### src/hdl/qsm_defines.vh
// qsm_defines.vh: offsets, field positions and reset values of the queued serial master
// assumes inclusion by bare name from the design files under hdl/
`ifndef QSM_DEFINES_VH
`define QSM_DEFINES_VH
// register indices (word address on the plain port)
`define QSM_ADDR_W        4
`define QSM_A_CTRL        4'h0
`define QSM_A_CS_POL      4'h1
`define QSM_A_CS_SEL      4'h2
`define QSM_A_DELAY       4'h3
`define QSM_A_PIN_EN      4'h4
`define QSM_A_GPIO_OUT    4'h5
`define QSM_A_GPIO_OE     4'h6
`define QSM_A_GPIO_IN     4'h7
`define QSM_A_QADDR       4'h8
`define QSM_A_QDATA       4'h9
`define QSM_A_START       4'hA
`define QSM_A_STATUS      4'hB
`define QSM_A_DIV         4'hC
// control fields
`define QSM_CTRL_CPOL     0
`define QSM_CTRL_CPHA     1
`define QSM_CTRL_LSB      2
`define QSM_CTRL_SAMP_FALL 3
// pin bit positions: 0..4 selects, 5 clock, 6 mosi, 7 miso
`define QSM_NPIN          8
`define QSM_PIN_SCK       5
`define QSM_PIN_MOSI      6
`define QSM_PIN_MISO      7
// reset values
`define QSM_CTRL_RST      4'h0
`define QSM_CS_POL_RST    5'h00
`define QSM_DELAY_RST     8'h01
`define QSM_DIV_RST       8'h04
`define QSM_PIN_RST       8'h00
// status bits
`define QSM_ST_BUSY       0
`endif

### src/hdl/qsm_sync2.v
// qsm_sync2.v: two flip-flop synchroniser for one bit
// assumes the input comes from outside the sys_clk domain
`timescale 1ns/10ps
module qsm_sync2 (
  // clock and reset
  input  wire sys_clk,
  input  wire reset_n,
  // data
  input  wire d_async,
  output wire q_sync
);
  reg meta_reg;
  reg sync_reg;
  always @(posedge sys_clk) begin
    if (!reset_n) begin
      meta_reg <= 1'b0;
      sync_reg <= 1'b0;
    end else begin
      meta_reg <= d_async;
      sync_reg <= meta_reg;
    end
  end
  assign q_sync = sync_reg;
endmodule // qsm_sync2

### src/hdl/qsm_pad.v
// qsm_pad.v: one port pin muxed between the serial function and general-purpose i/o
// assumes the pad itself resolves level from out/oe and owns a switchable pull resistor
`timescale 1ns/10ps
module qsm_pad (
  // function side
  input  wire func_en,
  input  wire func_out,
  input  wire func_oe,
  // general-purpose side
  input  wire gp_out,
  input  wire gp_oe,
  // pad side
  output wire pad_out,
  output wire pad_oe,
  output wire pad_pull_en
);
  assign pad_out     = func_en ? func_out : gp_out;
  assign pad_oe      = func_en ? func_oe  : gp_oe;
  assign pad_pull_en = ~pad_oe;
endmodule // qsm_pad

### src/hdl/qsm_master.v
// qsm_master.v: queued serial master with five selects and gpio fallback pins
// assumes register port on sys_clk; peripherals hang on the pads outside
//
// Added by the designer: the address map and strobed register access.
`timescale 1ns/10ps
`include "qsm_defines.vh"
module qsm_master #(
  parameter DEPTH  = 16,
  parameter QAW    = 4,
  parameter NBITS  = 8
) (
  // clock and reset
  input  wire                   sys_clk,
  input  wire                   reset_n,
  // register port
  input  wire [`QSM_ADDR_W-1:0] reg_addr,
  input  wire [31:0]            reg_wdata,
  input  wire                   reg_wr,
  input  wire                   reg_rd,
  output reg  [31:0]            reg_rdata,
  // pins: 0..4 selects, 5 clock, 6 mosi, 7 miso
  input  wire [`QSM_NPIN-1:0]   pin_in,
  output wire [`QSM_NPIN-1:0]   pin_out,
  output wire [`QSM_NPIN-1:0]   pin_oe,
  output wire [`QSM_NPIN-1:0]   pin_pull_en
);
  localparam ST_IDLE  = 2'h0;
  localparam ST_LEAD  = 2'h1;
  localparam ST_SHIFT = 2'h2;
  localparam ST_TAIL  = 2'h3;

  reg  [3:0]         ctrl_reg;
  reg  [4:0]         cs_pol_reg;
  reg  [2:0]         cs_sel_reg;
  reg  [7:0]         delay_reg;
  reg  [7:0]         div_reg;
  reg  [7:0]         pin_en_reg;
  reg  [7:0]         gp_out_reg;
  reg  [7:0]         gp_oe_reg;
  reg  [QAW-1:0]     qaddr_reg;
  reg  [NBITS-1:0]   queue_mem [0:DEPTH-1];
  reg  [1:0]         state_reg;
  reg  [7:0]         cnt_reg;
  reg  [7:0]         div_cnt_reg;
  reg  [3:0]         bit_reg;
  reg                half_reg;
  reg  [NBITS-1:0]   tx_reg;
  reg  [NBITS-1:0]   rx_reg;
  reg  [QAW-1:0]     xfer_addr_reg;
  reg                sck_reg;
  reg                mosi_reg;
  reg  [4:0]         cs_out_reg;

  wire [`QSM_NPIN-1:0] pin_sync;
  wire                 cpol     = ctrl_reg[`QSM_CTRL_CPOL];
  wire                 cpha     = ctrl_reg[`QSM_CTRL_CPHA];
  wire                 lsb_first = ctrl_reg[`QSM_CTRL_LSB];
  wire                 samp_fall = ctrl_reg[`QSM_CTRL_SAMP_FALL];
  wire                 busy     = (state_reg != ST_IDLE);
  wire                 miso_s   = pin_sync[`QSM_PIN_MISO];
  wire                 tick     = (div_cnt_reg == 8'h00);
  wire [NBITS-1:0]     rx_shift = lsb_first ? {miso_s, rx_reg[NBITS-1:1]}
                                            : {rx_reg[NBITS-2:0], miso_s};
  wire [NBITS-1:0]     tx_shift = lsb_first ? {1'b0, tx_reg[NBITS-1:1]}
                                            : {tx_reg[NBITS-2:0], 1'b0};
  wire                 tx_bit   = lsb_first ? tx_reg[0] : tx_reg[NBITS-1];
  wire                 sck_next = ~sck_reg;
  // the edge about to happen is a sampling edge when it matches the set direction
  wire                 samp_edge = samp_fall ? (sck_reg & ~sck_next) : (~sck_reg & sck_next);

  genvar gi;
  generate
    for (gi = 0; gi < `QSM_NPIN; gi = gi + 1) begin : g_pin
      qsm_sync2 u_sync (
        .sys_clk (sys_clk),
        .reset_n (reset_n),
        .d_async (pin_in[gi]),
        .q_sync  (pin_sync[gi])
      );
    end
    for (gi = 0; gi < 5; gi = gi + 1) begin : g_cs
      qsm_pad u_pad (
        .func_en     (pin_en_reg[gi]),
        .func_out    (cs_out_reg[gi]),
        .func_oe     (1'b1),
        .gp_out      (gp_out_reg[gi]),
        .gp_oe       (gp_oe_reg[gi]),
        .pad_out     (pin_out[gi]),
        .pad_oe      (pin_oe[gi]),
        .pad_pull_en (pin_pull_en[gi])
      );
    end
  endgenerate

  qsm_pad u_pad_sck (
    .func_en     (pin_en_reg[`QSM_PIN_SCK]),
    .func_out    (sck_reg),
    .func_oe     (1'b1),
    .gp_out      (gp_out_reg[`QSM_PIN_SCK]),
    .gp_oe       (gp_oe_reg[`QSM_PIN_SCK]),
    .pad_out     (pin_out[`QSM_PIN_SCK]),
    .pad_oe      (pin_oe[`QSM_PIN_SCK]),
    .pad_pull_en (pin_pull_en[`QSM_PIN_SCK])
  );
  qsm_pad u_pad_mosi (
    .func_en     (pin_en_reg[`QSM_PIN_MOSI]),
    .func_out    (mosi_reg),
    .func_oe     (1'b1),
    .gp_out      (gp_out_reg[`QSM_PIN_MOSI]),
    .gp_oe       (gp_oe_reg[`QSM_PIN_MOSI]),
    .pad_out     (pin_out[`QSM_PIN_MOSI]),
    .pad_oe      (pin_oe[`QSM_PIN_MOSI]),
    .pad_pull_en (pin_pull_en[`QSM_PIN_MOSI])
  );
  // miso is an input when used as the serial function
  qsm_pad u_pad_miso (
    .func_en     (pin_en_reg[`QSM_PIN_MISO]),
    .func_out    (1'b0),
    .func_oe     (1'b0),
    .gp_out      (gp_out_reg[`QSM_PIN_MISO]),
    .gp_oe       (gp_oe_reg[`QSM_PIN_MISO]),
    .pad_out     (pin_out[`QSM_PIN_MISO]),
    .pad_oe      (pin_oe[`QSM_PIN_MISO]),
    .pad_pull_en (pin_pull_en[`QSM_PIN_MISO])
  );

  // configuration registers
  always @(posedge sys_clk) begin
    if (!reset_n) begin
      ctrl_reg   <= `QSM_CTRL_RST;
      cs_pol_reg <= `QSM_CS_POL_RST;
      cs_sel_reg <= 3'h0;
      delay_reg  <= `QSM_DELAY_RST;
      div_reg    <= `QSM_DIV_RST;
      pin_en_reg <= `QSM_PIN_RST;
      gp_out_reg <= `QSM_PIN_RST;
      gp_oe_reg  <= `QSM_PIN_RST;
      qaddr_reg  <= {QAW{1'b0}};
    end else if (reg_wr) begin
      case (reg_addr)
        `QSM_A_CTRL:     ctrl_reg   <= reg_wdata[3:0];
        `QSM_A_CS_POL:   cs_pol_reg <= reg_wdata[4:0];
        `QSM_A_CS_SEL:   cs_sel_reg <= reg_wdata[2:0];
        `QSM_A_DELAY:    delay_reg  <= reg_wdata[7:0];
        `QSM_A_DIV:      div_reg    <= reg_wdata[7:0];
        `QSM_A_PIN_EN:   pin_en_reg <= reg_wdata[7:0];
        `QSM_A_GPIO_OUT: gp_out_reg <= reg_wdata[7:0];
        `QSM_A_GPIO_OE:  gp_oe_reg  <= reg_wdata[7:0];
        `QSM_A_QADDR:    qaddr_reg  <= reg_wdata[QAW-1:0];
        default: begin
        end
      endcase
    end
  end

  // queue memory: software writes and the shifter's received bytes
  always @(posedge sys_clk) begin
    if (reg_wr && reg_addr == `QSM_A_QDATA && !busy) begin
      queue_mem[qaddr_reg] <= reg_wdata[NBITS-1:0];
    end else if (state_reg == ST_TAIL && tick) begin
      queue_mem[xfer_addr_reg] <= rx_reg;
    end
  end

  // read port: data one cycle after the strobe
  always @(posedge sys_clk) begin
    if (!reset_n) begin
      reg_rdata <= 32'h0000_0000;
    end else if (reg_rd) begin
      case (reg_addr)
        `QSM_A_CTRL:     reg_rdata <= {28'h0, ctrl_reg};
        `QSM_A_CS_POL:   reg_rdata <= {27'h0, cs_pol_reg};
        `QSM_A_CS_SEL:   reg_rdata <= {29'h0, cs_sel_reg};
        `QSM_A_DELAY:    reg_rdata <= {24'h0, delay_reg};
        `QSM_A_DIV:      reg_rdata <= {24'h0, div_reg};
        `QSM_A_PIN_EN:   reg_rdata <= {24'h0, pin_en_reg};
        `QSM_A_GPIO_OUT: reg_rdata <= {24'h0, gp_out_reg};
        `QSM_A_GPIO_OE:  reg_rdata <= {24'h0, gp_oe_reg};
        `QSM_A_GPIO_IN:  reg_rdata <= {24'h0, pin_sync};
        `QSM_A_QADDR:    reg_rdata <= {{(32-QAW){1'b0}}, qaddr_reg};
        `QSM_A_QDATA:    reg_rdata <= {{(32-NBITS){1'b0}}, queue_mem[qaddr_reg]};
        `QSM_A_STATUS:   reg_rdata <= {31'h0, busy};
        default:         reg_rdata <= 32'h0000_0000;
      endcase
    end else begin
      reg_rdata <= 32'h0000_0000;
    end
  end

  // transfer engine: one word from the queue slot at qaddr per start
  always @(posedge sys_clk) begin
    if (!reset_n) begin
      state_reg     <= ST_IDLE;
      cnt_reg       <= 8'h00;
      div_cnt_reg   <= 8'h00;
      bit_reg       <= 4'h0;
      half_reg      <= 1'b0;
      tx_reg        <= {NBITS{1'b0}};
      rx_reg        <= {NBITS{1'b0}};
      xfer_addr_reg <= {QAW{1'b0}};
      sck_reg       <= 1'b0;
      mosi_reg      <= 1'b0;
      cs_out_reg    <= 5'h00;
    end else begin
      div_cnt_reg <= tick ? div_reg : div_cnt_reg - 8'h01;
      case (state_reg)
        ST_IDLE: begin
          sck_reg    <= cpol;
          cs_out_reg <= ~cs_pol_reg;
          if (reg_wr && reg_addr == `QSM_A_START) begin
            xfer_addr_reg <= qaddr_reg;
            tx_reg        <= queue_mem[qaddr_reg];
            cs_out_reg    <= ~cs_pol_reg ^ (5'h01 << cs_sel_reg);
            cnt_reg       <= delay_reg;
            bit_reg       <= 4'h0;
            half_reg      <= 1'b0;
            div_cnt_reg   <= div_reg;
            state_reg     <= ST_LEAD;
          end
        end
        ST_LEAD: begin
          // select is already active; hold off the clock for delay_reg + 1 cycles
          if (cnt_reg == 8'h00) begin
            mosi_reg  <= tx_bit;
            if (!cpha) begin
              tx_reg <= tx_shift;
            end
            div_cnt_reg <= div_reg;
            state_reg   <= ST_SHIFT;
          end else begin
            cnt_reg <= cnt_reg - 8'h01;
          end
        end
        ST_SHIFT: begin
          if (tick) begin
            sck_reg  <= sck_next;
            half_reg <= ~half_reg;
            if (samp_edge) begin
              rx_reg <= rx_shift;
            end else if (half_reg || cpha) begin
              mosi_reg <= tx_bit;
              tx_reg   <= tx_shift;
            end
            if (half_reg) begin
              bit_reg <= bit_reg + 4'h1;
              if (bit_reg == NBITS - 1) begin
                state_reg <= ST_TAIL;
              end
            end
          end
        end
        ST_TAIL: begin
          sck_reg <= cpol;
          if (tick) begin
            cs_out_reg <= ~cs_pol_reg;
            state_reg  <= ST_IDLE;
          end
        end
        default: state_reg <= ST_IDLE;
      endcase
    end
  end
endmodule // qsm_master

### config.mk
export PLATFORM = sky130hd
export DESIGN_NAME = qsm_master
export DESIGN_NICKNAME = d
export VERILOG_FILES = /design/src/hdl/qsm_sync2.v /design/src/hdl/qsm_pad.v /design/src/hdl/qsm_master.v
export VERILOG_INCLUDE_DIRS = /design/src /design/src/hdl
export SDC_FILE = /design/constraint.sdc
export NUM_CORES = 1
export LEC_CHECK = 0
export BUFFER_PORTS_ARGS = -buffer_cell sky130_fd_sc_hd__buf_2
export CORE_MARGIN = 5
export CORE_UTILIZATION = 30
export DETAILED_ROUTE_END_ITERATION = 10
export MAX_ROUTING_LAYER = met4
export PLACE_DENSITY = 0.5
export SYNTH_ARGS = -nofsm -noshare
export SYNTH_HDL_FRONTEND = slang
export SYNTH_SLANG_ARGS = --single-unit
### constraint.sdc
create_clock -name sys_clk -period 5.1 [get_ports sys_clk]
set_input_delay 1.02 -clock sys_clk [delete_from_list [all_inputs] [get_ports sys_clk]]
set_output_delay 1.02 -clock sys_clk [all_outputs]
set_load 0.02 [all_outputs]
==> summary.txt, run 1 <==
STA
  • Clock Skews: 0.01136 ns
  • Max Transition Viols Final: 0
  • Fmax: 270.4 MHz
  • Slew headroom: 0.2517
  • RSZ-0062 raised after global routing: false
  • Period Utilization, post-route: 0.7251
  • Setup_tns: 0 ns
  • Fin. Hold Viols: 0
  • Final setup viols: 0
  • PnR worst setup slack: 1.402 ns
  • Min cycle time layout: 3.698 ns
  • Worst slew pin tran: 1.121 ns

Setup path
  • Worst Path Max Fanout: 16
  • Setup crit start: div_cnt_reg[0]
  • CP endpoint: queue_mem[9][6]
  • R2r startpoint: div_cnt_reg[0]
  • Delay-heaviest family, CP: simple AND/OR/NAND/NOR gates
  • CP startpoint kind: flip-flop
  • WS Path Type: flip-flop to flip-flop
  • Critical path's slowest cell: nor2_1
  • Bufs and invs on worst path: 2
  • Worst path depth: 8
  • Critical path data arrival time: 3.87 ns
  • Minimum setup slack among reg-to-reg paths: 1.40 ns
  • Crit-path cells: inv_1 > ha_1 > nor3b_1 > o2111ai_2 > buf_4 > o32ai_1 > nand2_1 > nor2_1
  • CP Capture Type: flip-flop
  • Path depth of the worst reg2reg path: 8
  • R2R Path End: queue_mem[9][6]
  • Critical Path RT: 5.27 ns
  • CP max stage delay: 0.75 ns

Placement
  • Placed cell area: 0.01267 sq mm
  • Global placement routability congestion: 0.8718
  • Port buffer count: 55
  • Pre-CTS setup slack: 1.137 ns
  • HPWL Detailed: 23020 um

Routing
  • Final WL: 33200 um
  • Post-route DRC violation count: 0
  • DRT Pass-1 Iters: 5
  • Iter 0 DRT Violations: 640
  • Mean routed wirelength per cell: 20.18 um
  • Antenna violation net count after detailed routing: 0
  • Vias per inst: 5.010
  • Via Count: 8241

Logic synthesis
  • YS warnings: 0
  • Cell Area, Synth: 0.01218 sq mm
  • Syn Inst Count: 1086
  • Number of flops mapped to enable cells by yosys: 128
  • Register area share after synthesis: 0.5357
  • #FFs+latches synth: 262
  • Most used DFF post-synth: dfxtp_1
  • Syn Area/Cell: 11.22 sq um
  • Post-synthesis cell type count: 74
  • FFs w/ async S/R, synth: 0

Global route
  • Global route overflow: 0
  • Met1 usage: 0.2113
  • Pin count of the biggest net entering global routing: 49
  • Vias in the first global route: 8018
  • Tot GR Track Use: 0.1500
  • Met2 GRT Util: 0.2268
  • Grt peak-use layer: met2
  • M3 GR Usage: 0.02164
  • Initial antenna violation count: 0
  • First-pass GRT wire length: 50660 um

Final layout
  • Commonest non-fill, non-tap cell in the layout: dfxtp_1
  • FILL cells: 3929
  • P&R area growth vs syn: 12.17%
  • Share of cells above drive strength 1: 0.1859
  • Number of flip-flops under the largest register name: 128
  • Layout Utilization: 0.3424
  • Commonest cells after routing, fill and taps aside: 134 x dfxtp_1, 128 x edfxtp_1, 90 x nor2_1, 86 x nand2_1, 74 x mux2i_1
  • Biggest register: queue_mem
  • Final Cell Area: 0.01367 sq mm
  • Layout net count: 1153

Clocking
  • CTS Buffer Depth: 3
  • CTS root buffer: clkbuf_16
  • Hold Buf Count CTS: 0
  • Postcts setup bufs: 0
  • Number of buffers created by CTS: 29
  • CTS H-tree depth: 1
  • CTS tree: done
  • Clock slew at reported path FFs: 0.06 ns
  • Clock Latency Late Sink: 0.56 ns
  • Post-CTS sizing: 0
  • CTS Sinks: 262

Floorplanning
  • Starting density of the core: 0.3052
  • FP Rows: 73
  • Chip width: 211.5 um
  • Die area: 0.04474 sq mm
  • Core area: 0.03991 sq mm
  • Die height: 211.5 um
  • Io pins: 104

Worst hold path
  • Hold crit path type: flip-flop to flip-flop
  • Hold depth: 1

Power and ir drop
  • VDD IR max: 0.2161 mV
  • PD cells: 380.5 mW/mm^2
  • Leak: 4.601 nW
  • Final Total Pwr: 5.200 mW

Flow run
  • Max cap viols: 0

Outcome
  • Outcome: finished, final reports clean
## cell type report
| type | count | area, sq um | share of cell area |
|---|---|---|---|
| Sequential cell | 262 | 6526 | 0.4776 |
| Multi-Input combinational cell | 708 | 5001 | 0.3660 |
| Clock buffer | 35 | 778.2 | 0.05695 |
| Tap cell | 525 | 656.9 | 0.04807 |
| Timing Repair Buffer | 72 | 402.9 | 0.02948 |
| Clock inverter | 19 | 211.5 | 0.01547 |
| Inverter | 23 | 86.33 | 0.006318 |
| Antenna cell | 1 | 2.502 | 0.0001831 |
## Yosys cell counts, types with 10 or more instances
| cell type | number | area share |
|---|---|---|
| a211oi_1 | 17 | 0.010 |
| a21oi_1 | 62 | 0.025 |
| a22oi_1 | 13 | 0.0080 |
| and2_1 | 19 | 0.0098 |
| buf_2 | 12 | 0.0049 |
| buf_4 | 50 | 0.031 |
| clkbuf_1 | 45 | 0.014 |
| dfxtp_1 | 134 | 0.22 |
| edfxtp_1 | 128 | 0.32 |
| inv_1 | 22 | 0.0068 |
| mux2_2 | 33 | 0.031 |
| mux2i_1 | 74 | 0.061 |
| mux4_2 | 27 | 0.050 |
| nand2_1 | 86 | 0.026 |
| nand3_1 | 25 | 0.010 |
| nor2_1 | 90 | 0.028 |
| nor2b_1 | 15 | 0.0077 |
| nor3_1 | 10 | 0.0041 |
| o21ai_0 | 43 | 0.018 |
| o21ai_1 | 10 | 0.0041 |
| o21ai_2 | 10 | 0.0072 |
| o22ai_1 | 11 | 0.0056 |
| xnor2_1 | 10 | 0.0072 |
## metal layers
| layer | wire length, um | up-vias |
|---|---|---|
| met5 | 0 | - |
| met4 | 841 | 0 |
| met3 | 1497 | 59 |
| met2 | 14940 | 179 |
| met1 | 15920 | 4063 |
| li1 | - | 3940 |
## how the worst min path moves through the flow
stage | start | to | slack, ns
floorplan | g_pin[0].u_sync.meta_reg | g_pin[0].u_sync.q_sync | 0.41
global placement | g_pin[7].u_sync.meta_reg | g_pin[7].u_sync.q_sync | 0.42
detailed placement | g_pin[7].u_sync.meta_reg | g_pin[7].u_sync.q_sync | 0.42
CTS | g_pin[7].u_sync.meta_reg | g_pin[7].u_sync.q_sync | 0.43
global route | g_pin[5].u_sync.meta_reg | g_pin[5].u_sync.q_sync | 0.46
finish | g_pin[7].u_sync.meta_reg | g_pin[7].u_sync.q_sync | 0.43
## power breakdown
part	internal [mW]	switching (mW)
Sequential	2.29	0.0761
Combinational	0.241	0.439
Clock	1.29	0.867
## logic make-up after synthesis
group	count (synthesis)	share of synthesized area
and+or+nand+nor	308	0.1258
DFF	262	0.5357
AOI/OAI and AO/OA	220	0.1170
buffers and inverters	139	0.06142
muxes	134	0.1412
xor gates and xnor gates	13	0.009346
adders and majority gates	9	0.009243
other	1	0.0003078
## through the flow
step	instances	hold WS, ns
2_1_floorplan	1109	0.4119
3_3_place_gp	1590	0.4172
3_5_place_dp	1590	0.4186
4_1_cts	1644	0.4326
5_1_grt	1644	0.4576
6_report	1645	0.4299
No activity file was read; power rests on OpenSTA's default activity.
==> inputs of run 2 (changes only) <==
PLACE_DENSITY = 0.51   (was 0.5)
clock period = 3.1 ns   (was 5.1 ns; I/O delays follow)
==> run 2 against run 1 <==
Register-to-register slack worse by 1.1 ns. Highest routed layer unchanged. Die area is the same. Non-clock buffer count increased by 28. Via count grew 1.7%. Sequential share of layout area down 0.69 points. Design area is 1.5% higher. Clock skew hardly changed.
==> summary.txt, run 2 (synthesized netlist as in run 1, its figures left out) <==
Outcome
  • Outcome: finished, final reports clean

Setup path
  • CP startpoint kind: flip-flop
  • Critical path data arrival time: 3.02 ns (-0.85 ns)
  • CP Capture Type: flip-flop
  • Worst Path Max Fanout: 24 (+8)
  • WS Path Type: flip-flop to flip-flop
  • Critical path's slowest cell: nor3b_1
  • Path depth of the worst reg2reg path: 9 (+1)
  • Minimum setup slack among reg-to-reg paths: 0.35 ns (-1.05 ns)
  • CP max stage delay: 0.49 ns (-0.26 ns)
  • Critical Path RT: 3.36 ns (-1.91 ns)
  • R2r startpoint: div_cnt_reg[0]
  • Crit-path cells: inv_1 > ha_1 > nor3b_1 > o2111ai_2 > buf_4 > o32ai_1 > nand2_1 > nor2_1 > buf_4
  • R2R Path End: queue_mem[10][3]
  • Cell mode on critical path: buf_4

Clocking
  • CTS Sinks: 262 (unchanged)
  • Postcts setup bufs: 0 (unchanged)
  • Hold Buf Count CTS: 0 (unchanged)
  • Number of buffers created by CTS: 29 (unchanged)
  • CTS H-tree depth: 1 (unchanged)
  • CTS Buffer Depth: 3 (unchanged)
  • Post-CTS sizing: 0 (unchanged)
  • Clock slew at reported path FFs: 0.06 ns (about the same)
  • Clock Latency Late Sink: 0.55 ns (about the same)
  • CTS tree: done
  • CTS root buffer: clkbuf_16

Floorplanning
  • Io pins: 104 (unchanged)
  • Core area: 0.03991 sq mm (unchanged)
  • Starting density of the core: 0.3052 (unchanged)
  • Die height: 211.5 um (unchanged)
  • FP Rows: 73 (unchanged)
  • Die area: 0.04474 sq mm (unchanged)
  • Chip width: 211.5 um (unchanged)

STA
  • Fin Hold WS: 0.2723 ns (-0.1576 ns)
  • Clock Skews: 0.01170 ns (+0.0003377 ns)
  • Fin. Hold Viols: 0 (unchanged)
  • Min cycle time layout: 2.752 ns (-0.9463 ns)
  • Slew headroom: 0.3839 (+0.1322)
  • Worst slew pin tran: 0.9117 ns (-0.2093 ns)
  • Fmax: 363.4 MHz (+34%)
  • Max Transition Viols Final: 0 (unchanged)
  • Setup_tns: 0 ns (unchanged)
  • RSZ-0062 raised after global routing: false
  • Period Utilization, post-route: 0.8877 (+0.1625)
  • Final setup viols: 0 (unchanged)

Routing
  • Mean routed wirelength per cell: 20.01 um (-0.87%)
  • Final WL: 33450 um (+0.75%)
  • Iter 0 DRT Violations: 853 (+33%)
  • Vias per inst: 5.013 (about the same)
  • Post-route DRC violation count: 0 (unchanged)
  • Via Count: 8381 (+1.7%)
  • DRT Pass-1 Iters: 5 (unchanged)
  • Antenna violation net count after detailed routing: 0 (unchanged)

Worst hold path
  • Hold crit path type: primary input to flip-flop
  • Hold EP: g_pin[1].u_sync.meta_reg
  • Hold depth: 2 (+1)
  • HP Start: pin_in[1]

Power and ir drop
  • VDD IR max: 0.3831 mV (+77%)
  • Switching power: 2.233 mW (+62%)
  • Sequential power share: 0.460 (+0.006)
  • Part of the power in combinational logic: 0.133 (+0.002)
  • Leak: 4.738 nW (+3.0%)
  • PD cells: 609.5 mW/mm^2 (+60%)
  • Int Pwr: 6.218 mW (+63%)
  • Clock power frac: 0.407 (-0.008)
  • Switch share: 0.2643 (-0.001540)

Placement
  • HPWL Detailed: 23620 um (+2.6%)
  • Global placement routability congestion: 0.9028 (+3.6%)
  • Port buffer count: 55 (unchanged)
  • Placed cell area: 0.01291 sq mm (+1.9%)

Global route
  • Grt peak-use layer: met2
  • First-pass GRT wire length: 50510 um (-0.29%)
  • Pin count of the biggest net entering global routing: 67 (+37%)
  • Initial antenna violation count: 0 (unchanged)
  • Met1 usage: 0.2200 (+0.008703)
  • Met2 GRT Util: 0.2217 (-0.005068)
  • Tot GR Track Use: 0.1504 (+0.0004734)
  • Global route overflow: 0 (unchanged)
  • M3 GR Usage: 0.01926 (-0.002371)
  • Vias in the first global route: 7923 (-1.2%)

Final layout
  • Commonest cells after routing, fill and taps aside: 134 x dfxtp_1, 128 x edfxtp_1, 90 x nor2_1, 86 x nand2_1, 74 x mux2i_1
  • Layout Utilization: 0.3474 (+0.004984)
  • # diodes: 0 (-1)
  • Final Cell Area: 0.01386 sq mm (+1.5%)
  • Biggest register: queue_mem
  • Commonest non-fill, non-tap cell in the layout: dfxtp_1
  • Number of flip-flops under the largest register name: 128 (unchanged)
  • Share of cells above drive strength 1: 0.2023 (+0.01639)
  • Layout net count: 1181 (+2.4%)
  • P&R area growth vs syn: 13.80%

Flow run
  • Max cap viols: 0 (unchanged)
## run 2: cell types whose count changed in the layout (fill, tap and decap cells not counted), sizes merged
cell      change
clkinvlp      -2
buf          +28
clkbuf        +3
bufinv        -1
inv           -1
clkinv        +1
diode         -1
## run 2: worst max path at each step
stage	depth (start not counted)	slack (ns)	start	end
floorplan	7	0.33	reg_wr	queue_mem[5][0]
global placement	9	0.32	div_cnt_reg[0]	queue_mem[10][4]
detailed placement	9	0.37	div_cnt_reg[0]	queue_mem[10][3]
CTS	9	0.34	div_cnt_reg[0]	queue_mem[10][3]
global route	9	0.13	div_cnt_reg[0]	queue_mem[10][3]
finish	9	0.35	div_cnt_reg[0]	queue_mem[10][3]
## run 2: layout make-up
| type | count | area [sq um] |
|---|---|---|
| Fill cell | 3970 | 26050 |
| Sequential cell | 262 | 6526 |
| Multi-Input combinational cell | 708 | 5001 |
| Clock buffer | 38 | 789.5 |
| Tap cell | 525 | 656.9 |
| Timing Repair Buffer | 100 | 638.1 |
| Clock inverter | 16 | 166.4 |
| Inverter | 23 | 86.33 |
## run 2: metrics by stage
step                total power [mW]  worst slack [ns]  std cells
floorplan                      4.805            0.3273       1109
global placement               5.075            0.3210       1618
global route                   8.824            0.1330       1672
CTS                            8.545            0.3418       1672
detailed placement             5.079            0.3699       1618
finish                         8.451            0.3483       1672
## run 2: worst max-delay path: cells and delay by family (launching register included)
family                     cells  cell delay, ns
buffers and inverters          3            0.56
AOI/OAI and AO/OA              2            0.48
DFF                            1            0.34
adders and majority gates      1            0.23
and+or+nand+nor                3            0.84
## run 2: routing by layer
layer / share of wire / up-vias
li1: - / 4002
met1: 0.47 / 4070
met2: 0.44 / 258
met3: 0.064 / 51
met4: 0.023 / 0
met5: 0 / -
## run 2: power groups by stage
stage	clock network (mW)	registers (mW)	logic (mW)
finish	3.44	3.88	1.13
global route	3.67	3.90	1.25
CTS	3.53	3.88	1.13
floorplan	0	3.92	0.888
global placement	0	3.96	1.12
detailed placement	0	3.96	1.12
